==> config.mk <==
export PLATFORM = sky130hd
export DESIGN_NAME = cmc_can_mode_ctrl
export DESIGN_NICKNAME = d
export VERILOG_FILES = /design/src/hw/cmc_filter.v /design/src/hw/cmc_mode_allow.v /design/src/hw/cmc_can_mode_ctrl.v
export VERILOG_INCLUDE_DIRS = /design/src /design/src/hw
export SDC_FILE = /design/constraint.sdc
export NUM_CORES = 1
export LEC_CHECK = 0
export BUFFER_PORTS_ARGS = -buffer_cell sky130_fd_sc_hd__buf_4
export CAP_MARGIN = 25
export CORE_UTILIZATION = 57
export CTS_CLUSTER_SIZE = 20
export DETAILED_ROUTE_END_ITERATION = 16
export HOLD_SLACK_MARGIN = 0.15
export PLACE_DENSITY = 0.79
export SYNTH_ARGS = -nofsm -noshare
export SYNTH_HDL_FRONTEND = slang
export SYNTH_HIERARCHICAL = 1
export SYNTH_SLANG_ARGS = --single-unit
==> constraint.sdc <==
create_clock -name clock -period 1.9 [get_ports clock]
set_input_delay 0.095 -clock clock [delete_from_list [all_inputs] [get_ports clock]]
set_output_delay 0.095 -clock clock [all_outputs]
set_load 0.02 [all_outputs]
==> src/hw/cmc_regs.vh <==
// constants for the bus transceiver mode control block
`ifndef CMC_REGS_VH
`define CMC_REGS_VH
// transceiver modes
`define CMC_TRX_OFF      2'h0
`define CMC_TRX_WAKE     2'h1
`define CMC_TRX_NORMAL   2'h2
`define CMC_TRX_RXONLY   2'h3
// chip operating modes
`define CMC_OP_INIT      3'h0
`define CMC_OP_NORMAL    3'h1
`define CMC_OP_SLEEP     3'h2
`define CMC_OP_RESTART   3'h3
`define CMC_OP_STOP      3'h4
`define CMC_OP_FAILSAFE  3'h5
`define CMC_OP_SWFLASH   3'h6
`define CMC_OP_FACTORY   3'h7
// software development mode is flagged separately from the operating mode code
// diagnostic codes
`define CMC_DIAG_NONE    3'h0
`define CMC_DIAG_TX_GND  3'h1
`define CMC_DIAG_RX_FLT  3'h2
`define CMC_DIAG_LOCAL   3'h3
`define CMC_DIAG_CLAMP   3'h4
// wake interrupt register address code
`define CMC_WAKE_REG_ADDR 3'h0
// times in ns
`define CMC_CLK_PERIOD_NS 10
`define CMC_WAKE_FILTER_NS 5000
`define CMC_TX_TIMEOUT_NS  2000000
`endif

==> src/hw/cmc_filter.v <==
// counter that qualifies a level held for longer than a limit
`timescale 1ns/1ps
module cmc_filter #(
    parameter WIDTH = 20,
    parameter LIMIT = 500
) (
    input  wire clock,
    input  wire rst,
    input  wire enable,
    input  wire level_in,
    output reg  expired
);
    reg [WIDTH-1:0] count_reg;
    reg             prev_reg;

    // restart on each edge of the watched level
    always @(posedge clock or posedge rst) begin
        if (rst) begin
            count_reg <= {WIDTH{1'b0}};
            prev_reg  <= 1'b0;
            expired   <= 1'b0;
        end else begin
            prev_reg <= level_in;
            if (!enable || !level_in || (level_in != prev_reg)) begin // see RULE23
                count_reg <= {WIDTH{1'b0}};
                expired   <= 1'b0;
            end else if (count_reg >= LIMIT[WIDTH-1:0]) begin
                expired <= 1'b1;
            end else begin
                count_reg <= count_reg + {{(WIDTH-1){1'b0}}, 1'b1};
            end
        end
    end
endmodule

==> src/hw/cmc_mode_allow.v <==
// checks a transceiver mode against the chip operating mode
`timescale 1ns/1ps
`include "cmc_regs.vh"
module cmc_mode_allow (
    input  wire [2:0] op_mode,
    input  wire       swdev_mode,
    input  wire [1:0] trx_mode,
    output reg        allowed
);
    always @* begin
        allowed = 1'b0;
        case (op_mode)
            `CMC_OP_INIT, `CMC_OP_FACTORY: allowed = (trx_mode == `CMC_TRX_OFF); // see RULE16
            `CMC_OP_FAILSAFE: allowed = (trx_mode == `CMC_TRX_WAKE);
            `CMC_OP_SWFLASH:  allowed = (trx_mode == `CMC_TRX_NORMAL); // see RULE1
            `CMC_OP_STOP, `CMC_OP_SLEEP, `CMC_OP_RESTART:
                allowed = (trx_mode == `CMC_TRX_OFF) || (trx_mode == `CMC_TRX_WAKE); // see RULE5
            `CMC_OP_NORMAL:   allowed = 1'b1;
            default:          allowed = 1'b0;
        endcase
        if (swdev_mode && trx_mode == `CMC_TRX_NORMAL) begin
            allowed = 1'b1;
        end
    end
endmodule

==> src/hw/cmc_can_mode_ctrl.v <==
// transceiver mode, wake and fault control for a high-speed bus transceiver
// Operation
// RULE1 - normal mode only by command, in normal, flash or development operating mode (code forces normal in flash mode without a command)
// RULE2 - in normal mode the bus drivers follow the transmit input
// RULE3 - receive output shows bus level; receive output faults reach diagnostics
// RULE4 - common-mode stabilizer on only in normal or receive-only mode
// RULE5 - wake capable by command in stop/sleep/restart/normal; forced in fail-safe
// RULE6 - after a bus wake, re-arm wake capable only via normal, rx-only or off
// RULE7 - sleep wake past filter: go restart, receive output low, wake flag set
// RULE8 - wake out of sleep keeps interrupt output high
// RULE9 - wake source readable at wake interrupt register code 000
// RULE10 - stop wake: flag set, receive low, interrupt low unless masked, stay stop
// RULE11 - restart or fail-safe wake: flag set, go restart, interrupt high, receive low
// RULE12 - normal wake: flag set, interrupt low unless masked, receive low, stay normal
// RULE13 - off selectable in stop/sleep/restart/normal, forced in init/factory; wakes ignored
// RULE14 - receive-only by command: driver off, receiver still active
// RULE15 - supply below turn-off threshold: both bus pins high impedance
// RULE16 - transceiver mode restricted by operating mode column
// RULE17 - normal to sleep or stop switches to low-power wake receiver
// RULE18 - wake during go-to-sleep command is kept and sleep becomes restart
// RULE19 - software sets wake capable before sleep, not in the same command
// RULE20 - local or dominant clamp failure forces receive-only and is reported (code forces receive-only only in normal operating or development mode)
// RULE21 - transmit time-out reported with the transmit-shorted-to-ground code
// RULE22 - transmit dominant too long stops driving until mode command re-activates
// RULE23 - filter and time-out are restartable cycle counters with parameter limits
`timescale 1ns/1ps
`include "cmc_regs.vh"
module cmc_can_mode_ctrl #(
    parameter WAKE_CYCLES = (`CMC_WAKE_FILTER_NS + `CMC_CLK_PERIOD_NS - 1) / `CMC_CLK_PERIOD_NS,
    parameter TXTO_CYCLES = (`CMC_TX_TIMEOUT_NS + `CMC_CLK_PERIOD_NS - 1) / `CMC_CLK_PERIOD_NS,
    parameter CNT_WIDTH   = 18
) (
    input  wire       clock,
    input  wire       rst,
    input  wire [2:0] op_mode,
    input  wire       swdev_mode,
    input  wire       mode_cmd_valid,
    input  wire [1:0] mode_cmd,
    input  wire       sleep_cmd_busy,
    input  wire       bus_transmit_input,
    input  wire       bus_rx_level,
    input  wire       wake_rx_level,
    input  wire       rx_pin_fault,
    input  wire       local_fault,
    input  wire       bus_clamp_fault,
    input  wire       supply_turnoff_threshold,
    input  wire       wake_int_mask,
    input  wire       wake_reg_read,
    input  wire [2:0] wake_reg_addr,
    input  wire       wake_flag_clear,
    output reg  [1:0] trx_mode_reg,
    output reg        bus_drive_dominant_reg,
    output reg        bus_driver_en_reg,
    output reg        bus_receiver_en_reg,
    output reg        wake_receiver_en_reg,
    output reg        stabilizer_en_reg,
    output reg        bus_receive_output_reg,
    output reg        bus_wake_flag_reg,
    output reg        wake_reg_data_reg,
    output reg        int_n_reg,
    output reg        restart_req_reg,
    output reg  [2:0] diag_code_reg,
    output reg        tx_timeout_reg
);
    wire       cmd_allowed;
    wire       wake_seen;
    wire       txto_hit;
    reg  [1:0] mode_next;
    reg        wake_lock_reg;
    reg        pending_sleep_wake_reg;
    reg  [2:0] prev_op_reg;

    // transmit is dominant low
    wire tx_dominant = ~bus_transmit_input;
    wire wake_listen = (trx_mode_reg == `CMC_TRX_WAKE) && !supply_turnoff_threshold;

    cmc_mode_allow u_allow (
        .op_mode    (op_mode),
        .swdev_mode (swdev_mode),
        .trx_mode   (mode_cmd),
        .allowed    (cmd_allowed)
    );

    cmc_filter #(.WIDTH(CNT_WIDTH), .LIMIT(WAKE_CYCLES)) u_wake_filt (
        .clock    (clock),
        .rst      (rst),
        .enable   (wake_listen),
        .level_in (wake_rx_level),
        .expired  (wake_seen)
    ); // see RULE7

    cmc_filter #(.WIDTH(CNT_WIDTH), .LIMIT(TXTO_CYCLES)) u_txto (
        .clock    (clock),
        .rst      (rst),
        .enable   (trx_mode_reg == `CMC_TRX_NORMAL),
        .level_in (tx_dominant),
        .expired  (txto_hit)
    ); // see RULE22

    wire wake_event = wake_seen && !wake_lock_reg && !bus_wake_flag_reg;

    always @* begin
        mode_next = trx_mode_reg;
        if (mode_cmd_valid && cmd_allowed) begin
            // re-arm wake capable only after leaving it once a wake occurred
            if (!(mode_cmd == `CMC_TRX_WAKE && wake_lock_reg)) begin // see RULE6
                mode_next = mode_cmd; // see RULE1 see RULE5 see RULE13 see RULE14
            end
        end
        if ((local_fault || bus_clamp_fault) &&
            (op_mode == `CMC_OP_NORMAL || swdev_mode)) begin
            mode_next = `CMC_TRX_RXONLY; // see RULE20
        end
        case (op_mode)
            `CMC_OP_INIT, `CMC_OP_FACTORY: mode_next = `CMC_TRX_OFF; // see RULE13
            `CMC_OP_FAILSAFE: mode_next = `CMC_TRX_WAKE; // see RULE5
            `CMC_OP_SWFLASH:  mode_next = `CMC_TRX_NORMAL;
            `CMC_OP_STOP, `CMC_OP_SLEEP, `CMC_OP_RESTART: begin
                // only off or wake capable in low-power modes unless development mode is flagged
                if (!swdev_mode && (mode_next == `CMC_TRX_NORMAL || mode_next == `CMC_TRX_RXONLY)) begin
                    mode_next = `CMC_TRX_WAKE; // see RULE16 see RULE17
                end
            end
            default: mode_next = mode_next;
        endcase
    end

    always @(posedge clock or posedge rst) begin
        if (rst) begin
            trx_mode_reg           <= `CMC_TRX_OFF;
            bus_drive_dominant_reg <= 1'b0;
            bus_driver_en_reg      <= 1'b0;
            bus_receiver_en_reg    <= 1'b0;
            wake_receiver_en_reg   <= 1'b0;
            stabilizer_en_reg      <= 1'b0;
            bus_receive_output_reg <= 1'b1;
            bus_wake_flag_reg      <= 1'b0;
            wake_reg_data_reg      <= 1'b0;
            int_n_reg              <= 1'b1;
            restart_req_reg        <= 1'b0;
            diag_code_reg          <= `CMC_DIAG_NONE;
            tx_timeout_reg         <= 1'b0;
            wake_lock_reg          <= 1'b0;
            pending_sleep_wake_reg <= 1'b0;
            prev_op_reg            <= `CMC_OP_INIT;
        end else begin
            trx_mode_reg <= mode_next;
            prev_op_reg  <= op_mode;
            restart_req_reg <= 1'b0;

            // timeout latches until a mode command re-activates the driver
            if (txto_hit) begin
                tx_timeout_reg <= 1'b1; // see RULE22
            end else if (mode_cmd_valid && cmd_allowed && mode_cmd == `CMC_TRX_NORMAL) begin
                tx_timeout_reg <= 1'b0;
            end

            if (mode_next == `CMC_TRX_NORMAL || mode_next == `CMC_TRX_RXONLY ||
                mode_next == `CMC_TRX_OFF) begin
                wake_lock_reg <= 1'b0; // see RULE6
            end

            // wake flag: set wins over clear
            if (wake_event) begin
                bus_wake_flag_reg <= 1'b1;
                wake_lock_reg     <= 1'b1;
            end else if (wake_flag_clear) begin
                bus_wake_flag_reg <= 1'b0;
            end

            if (wake_reg_read) begin
                wake_reg_data_reg <= (wake_reg_addr == `CMC_WAKE_REG_ADDR) ? bus_wake_flag_reg : 1'b0; // see RULE9
            end

            // wake during a go-to-sleep transfer is held and turns sleep into restart
            if (wake_event && sleep_cmd_busy) begin
                pending_sleep_wake_reg <= 1'b1; // see RULE18
            end else if (!sleep_cmd_busy) begin
                pending_sleep_wake_reg <= 1'b0;
            end

            if (wake_event) begin
                case (op_mode)
                    `CMC_OP_SLEEP, `CMC_OP_RESTART, `CMC_OP_FAILSAFE: begin
                        restart_req_reg <= 1'b1; // see RULE7 see RULE11
                    end
                    `CMC_OP_STOP, `CMC_OP_NORMAL: begin
                        int_n_reg <= wake_int_mask; // see RULE10 see RULE12
                    end
                    default: restart_req_reg <= 1'b0;
                endcase
            end else if (pending_sleep_wake_reg && op_mode == `CMC_OP_SLEEP) begin
                restart_req_reg <= 1'b1; // see RULE18
            end else if (wake_flag_clear) begin
                int_n_reg <= 1'b1; // see RULE8
            end

            // drivers, receivers and stabilizer
            if (supply_turnoff_threshold) begin
                bus_driver_en_reg    <= 1'b0; // see RULE15
                bus_receiver_en_reg  <= 1'b0;
                wake_receiver_en_reg <= 1'b0;
                stabilizer_en_reg    <= 1'b0;
            end else begin
                bus_driver_en_reg    <= (mode_next == `CMC_TRX_NORMAL) && !tx_timeout_reg && !txto_hit; // see RULE14
                bus_receiver_en_reg  <= (mode_next == `CMC_TRX_NORMAL) || (mode_next == `CMC_TRX_RXONLY);
                wake_receiver_en_reg <= (mode_next == `CMC_TRX_WAKE); // see RULE17
                stabilizer_en_reg    <= (mode_next == `CMC_TRX_NORMAL) || (mode_next == `CMC_TRX_RXONLY); // see RULE4
            end
            bus_drive_dominant_reg <= (mode_next == `CMC_TRX_NORMAL) && !tx_timeout_reg && !txto_hit &&
                                      tx_dominant && !supply_turnoff_threshold; // see RULE2

            // receive output follows bus, held low after a wake
            if (bus_wake_flag_reg || wake_event) begin
                bus_receive_output_reg <= 1'b0; // see RULE7 see RULE10 see RULE11 see RULE12
            end else if (trx_mode_reg == `CMC_TRX_NORMAL || trx_mode_reg == `CMC_TRX_RXONLY) begin
                bus_receive_output_reg <= bus_rx_level; // see RULE3
            end else begin
                bus_receive_output_reg <= 1'b1;
            end

            // diagnostics, priority timeout over others
            if (txto_hit || tx_timeout_reg) begin
                diag_code_reg <= `CMC_DIAG_TX_GND; // see RULE21
            end else if (bus_clamp_fault) begin
                diag_code_reg <= `CMC_DIAG_CLAMP; // see RULE20
            end else if (local_fault) begin
                diag_code_reg <= `CMC_DIAG_LOCAL;
            end else if (rx_pin_fault) begin
                diag_code_reg <= `CMC_DIAG_RX_FLT; // see RULE3
            end else begin
                diag_code_reg <= `CMC_DIAG_NONE;
            end
        end
    end
endmodule

# Word-level counts from Yosys, hierarchy flattened
# Cells that the tools add are included.
totals:
  out_inout_bits: 16
  wordCells: 140
  inputBits: 23
  regBits: 57
classes:
  n_eq_ne: 24
  n_mux: 40
  n_reduce_logical: 51
  n_bitwise: 1
  magnitude_cmp: 2
  add_sub_neg: 2
op_table:
  columns: ["cell", "n"]
  rows:
  - ["$mux 18", 4]
  - ["$add 18x1->18 const B", 2]
  - ["$mux 1", 26]
  - ["$ge 18x18->1 const B", 1]
  - ["$ge 18x9->1 const B", 1]
  - ["$logic_and 1x1->1", 15]
  - ["$eq 2x2->1 const B", 7]
  - ["$logic_or 1x1->1", 13]
  - ["$eq 3x3->1 const B", 4]
  - ["$mux 2", 6]
  - ["$reduce_bool 2->1", 5]
  - ["$logic_not 1->1", 9]
  - ["$ne 2x1->1 const B", 4]
  - ["$pmux 2 s4", 1]
  - ["$eq 2x1->1 const B", 3]
  - ["$eq 3x2->1 const B", 2]
  - ["$logic_not 3->1", 2]
  - ["$mux 3", 2]
  - ["$reduce_or 3->1", 2]
  - ["$pmux 1 s5", 1]
  - ["$logic_not 2->1", 2]
  - ["$reduce_or 2->1", 2]
  - ["$eq 3x1->1 const B", 1]
  - ["$reduce_and 3->1", 1]
  - ["other kinds (3)", 4]

# Longest topological paths before layout
depth:
  word_depth: 17
  mapped_depth: 8
  ltp_nobuf: 8

# Hierarchy
# The synthesis kept the hierarchy.
modules_own_cells:
  columns: ["module", "area_per_inst_um2", "instances", "cells_per_inst"]
  rows:
  - ["cmc_filter (u_txto)", 1041.0, 1, 110]
  - ["cmc_can_mode_ctrl", 925.9, 1, 82]
  - ["cmc_filter (u_wake_filt)", 923.4, 1, 84]
  - ["cmc_mode_allow", 63.8, 1, 8]

# Least setup slack after synthesis
# Ideal clock, no wire load.
synth_path:
  path_kind: "register to register"
  start: "reg u_txto.count_reg[13]"
  end: "reg u_txto.count_reg[9]"
  slack_ps: 223
  arrival_ps: 1599
  path_stages_with_launch: 6
  synth_period_minus_slack_ps: 1677
  n_path_buf: 1
  path_cell_list: "dfrtp_1 -> nor4_2 -> a31oi_1 -> buf_2 -> or4_1 -> a21oi_1"
synth_via:
  elab_chain_len: 2
synth_rtl:
  columns: ["item", "line", "text"]
  rows:
  - ["start, declared", "cmc_filter.v:13", "reg [WIDTH-1:0] count_reg;"]
  - ["start signal, assigned", "cmc_filter.v:19", "count_reg <= {WIDTH{1'b0}};"]
  - ["start signal, assigned", "cmc_filter.v:25", "count_reg <= {WIDTH{1'b0}};"]
  - ["start signal, assigned", "cmc_filter.v:30", "count_reg <= count_reg + {{(WIDTH-1){1'b0}}, 1'b1};"]
  - ["$ge 18x18->1", "cmc_filter.v:27", "end else if (count_reg >= LIMIT[WIDTH-1:0]) begin"]
  - ["$ne 2x1->1 (no source line)", null, null]
# No other way between the ends.
# A chain may end at the register's enable or synchronous reset.

# Final worst setup path
layout_path:
  start: "reg bus_wake_flag_reg"
  end: "reg int_n_reg"
layout_via:
  elab_chain_len: 4
layout_rtl:
  columns: ["item", "line", "text"]
  rows:
  - ["start, declared", "cmc_can_mode_ctrl.v:58", "output reg bus_wake_flag_reg,"]
  - ["start signal, assigned", "cmc_can_mode_ctrl.v:137", "bus_wake_flag_reg <= 1'b0;"]
  - ["start signal, assigned", "cmc_can_mode_ctrl.v:165", "bus_wake_flag_reg <= 1'b1;"]
  - ["start signal, assigned", "cmc_can_mode_ctrl.v:168", "bus_wake_flag_reg <= 1'b0;"]
  - ["$logic_not 1->1 *", "cmc_can_mode_ctrl.v:100", "wire wake_event = wake_seen && !wake_lock_reg && !bus_wake_flag_reg;"]
  - ["$logic_and 1x1->1 *", "cmc_can_mode_ctrl.v:100", null]
  - ["$ne 2x1->1 (no source line), or another cell as far along", null, null]
  - ["$reduce_and 3->1 (no source line)", null, null]
  - ["end signal, assigned", "cmc_can_mode_ctrl.v:188", "int_n_reg <= wake_int_mask;"]
  - ["end, declared", "cmc_can_mode_ctrl.v:60", "output reg int_n_reg,"]
# Mark *: on every way between the ends. The rest lies on a longest branch, timed or not.

==> impl_metrics.env <==
export IMPL_outcome="complete, no violations"
export IMPL_clk_path_buf_depth=2
export IMPL_grt_pass1_wl_microns=11500
export IMPL_gr_total_overflow=0
export IMPL_critPathKind="flop to flop"
export IMPL_maxCapViolCount=0
export IMPL_ys_top_cells_by_area="dfrtp_1 (47%), a21oi_1 (3.7%), and2_1 (2.3%), o31ai_1 (2.3%), or4_1 (2.3%)"
export IMPL_place_inst=393
export IMPL_clkLatencyLatePin_ns=0.35
export IMPL_antenna_found_initial=0
export IMPL_area_growth_syn_to_layout_pct=28.0
export IMPL_die_h_microns=74.0
export IMPL_synth_top_area_cell="dfrtp_1"
export IMPL_cts_buffers=9
export IMPL_async_flop_share_pct=100
export IMPL_wire_per_inst_microns=16.5
export IMPL_synth_seq_cells=57
export IMPL_routed_wl_microns=7080
export IMPL_grt_pass1_vias=2511
export IMPL_power_leakage_nw=1.70
export IMPL_synth_main_ff_cell="dfrtp_1"
export IMPL_rows=25
export IMPL_dp_hpwl_microns=4630
export IMPL_drive_above_1_share_pct=26.2
export IMPL_min_period_ns=1.82
export IMPL_synth_cell_types=65
export IMPL_nNetsFinal=384
export IMPL_synth_edf_count=0
export IMPL_gp_congestion=0.811
export IMPL_synth_fp_nets=311
export IMPL_grt_max_degree=26
export IMPL_fp_dieArea_sq_um=5470
export IMPL_layout_cells_non_filler=429
export IMPL_rsz0062_at_grt="false"
export IMPL_portBuffers=38
export IMPL_max_slew_margin_pct=47.8
export IMPL_io_pins=39
export IMPL_ir_worst_vdd_uv=579
export IMPL_crit_path_start_kind="flop"
export IMPL_netlist_area_sq_um=2950
export IMPL_crit_arrival_ns=2.08
export IMPL_fin_ws_ns=0.0843
export IMPL_clock_skew_ns=0.00883
export IMPL_power_density_nw_per_um2=699
export IMPL_fin_util_pct=78.0
export IMPL_floorplan_initialDensity_pct=60.9
export IMPL_cp_max_fo=4
export IMPL_final_max_slew_viol_count=0
export IMPL_hold_viol_final=0
export IMPL_cts_tree="yes"
export IMPL_drt_pass1_iter_count=4
export IMPL_hold_path_class="input port to flop"
export IMPL_drt_iter0_drc=158
export IMPL_post_place_ws_ns=-0.0123
export IMPL_post_synth_cell_area_avg_sq_um=10.4
export IMPL_core_area_sq_um=4850
export IMPL_die_x_microns=74.0
export IMPL_antenna_cells=0
export IMPL_synth_top_area_share_pct=46.6
export IMPL_final_setup_viol_count=0
export IMPL_final_cell_mix="dfrtp_1 (53), buf_4 (53), a21oi_1 (22)"
export IMPL_vias_per_cell=5.85
export IMPL_drc=0
export IMPL_ys_seq_area_share_pct=48.4
export IMPL_end_kind="flop"
export IMPL_htreeDepth=3
export IMPL_fmax_mhz=551
export IMPL_ant_nets=0
export IMPL_cts_sinks=57
export IMPL_finalPower_mw=2.64
export IMPL_grt_use_total_pct=28.8
export IMPL_period_share_pct=95.6
export IMPL_vias=2510
export IMPL_clock_root_buffer="clkbuf_8"
export IMPL_ys_warn_count=6
export IMPL_num_fill_cells=303
export IMPL_worstPathRequired_ns=2.17
export IMPL_netlist_instances=284
export IMPL_clkTransAtPathRegs_ns=0.07
export IMPL_max_slew_worst_pin_slew_ns=0.783
logic make-up (layout without fill, tap and decap cells):
group / Yosys count / after routing / share of synthesized area [%]
buffers and inverters: 26 / 104 / 4.02
XOR/XNOR: 4 / 4 / 1.19
AO/OA/AOI/OAI: 72 / 72 / 17.5
multiplexers: 5 / 5 / 1.78
flip-flops: 57 / 57 / 48.4
adder cells (fa/ha/maj): 4 / 4 / 1.69
AND/OR/NAND/NOR: 116 / 116 / 25.5
Yosys cell counts, types with 2 or more instances:
cell      instances
nand4_1           5
nor3b_1           2
buf_6             2
a31oi_1           3
nor3_1            2
ha_1              4
nand2b_1          3
or4_1             9
dfrtp_1          55
buf_2             2
clkbuf_1          4
nor4_2            2
o21ai_0          12
mux2i_1           3
mux2_2            2
or3_1             7
o31a_1            2
a21o_1            3
nor2_1           13
nand2_1          17
and4_1            2
o31ai_1           9
dfstp_2           2
nand3_1          13
nor2b_1           3
nor4_1            3
inv_1            17
nor3b_2           2
and3_1            6
o211ai_1          2
o21a_1            4
a21oi_1          22
xnor2_1           4
o22ai_1           2
and2_1           11
path summary, 6_finish.rpt:
kind                                                 startpoint                              endpoint  slack (ns)  cells past startpoint
setup / recovery                  bus_wake_flag_reg$_DFFE_PP0P_                 int_n_reg$_DFFE_PP1P_        0.08                      6
hold / removal                                       swdev_mode             trx_mode_reg[1]$_DFF_PP0_        0.20                      3
setup reg to reg                  bus_wake_flag_reg$_DFFE_PP0P_                 int_n_reg$_DFFE_PP1P_        0.08                      6
hold reg to reg            u_wake_filt/count_reg[9]$_DFFE_PP0P_  u_wake_filt/count_reg[9]$_DFFE_PP0P_        0.49                      1
max in group asynchronous                                   rst             u_txto/prev_reg$_DFF_PP0_        0.93                      3
min in group asynchronous                                   rst            tx_timeout_reg$_DFFE_PP0P_        0.42                      3
through the flow:
stage	setup TNS (ns)	hold WS (ns)	instance area, sq um
after floorplan	0	0.0196	2950
after global placement	0	0.219	3380
after detailed placement	-0.0123	0.221	3380
after CTS	0	0.189	3750
after global routing	0	0.203	3780
final	0	0.196	3780
per-layer routing:
| metal | vias up | share of wire [%] | global-route usage, % |
|---|---|---|---|
| li1 | 1198 | - | - |
| met1 | 1228 | 42 | 33.3 |
| met2 | 65 | 51 | 47.3 |
| met3 | 19 | 4.0 | 8.94 |
| met4 | 0 | 2.4 | 17.1 |
| met5 | - | 0 | 0 |
area by class of cell:
cell class	instances	area, sq um	area share, %
multi-input combinational	201	1420	37.5
clock buffer	15	186	4.93
inverter	17	63.8	1.69
tap	67	83.8	2.22
sequential	57	1430	37.9
timing repair buffer	71	588	15.6
clock inverter	1	7.51	0.199
where the power goes:
group	total (mW)	internal [mW]	switching [mW]	leakage, nW
clock	1.10	0.617	0.485	0.0960
combinational	0.285	0.131	0.154	0.834
sequential	1.25	1.24	0.0187	0.771
total	2.64	1.98	0.657	1.70
critical path, stage by stage, from the launching register on:
cell and delay (ns):
dfrtp_2 0.44, nor3b_4 0.21, a21oi_1 0.09, a21oi_1 0.17
a21oi_1 0.06, a31o_2 0.21, dlygate4sd3_1 0.55
timing repair:
action | 4_1_cts | 5_1_grt
buffers inserted | 0 | 3
endpoints found under the setup margin | 0 | 3
endpoints found under the hold margin | 71 | 0
hold buffers | 17 | 0
gates resized for setup | 0 | 3
No activity file was read; power rests on OpenSTA's default activity.
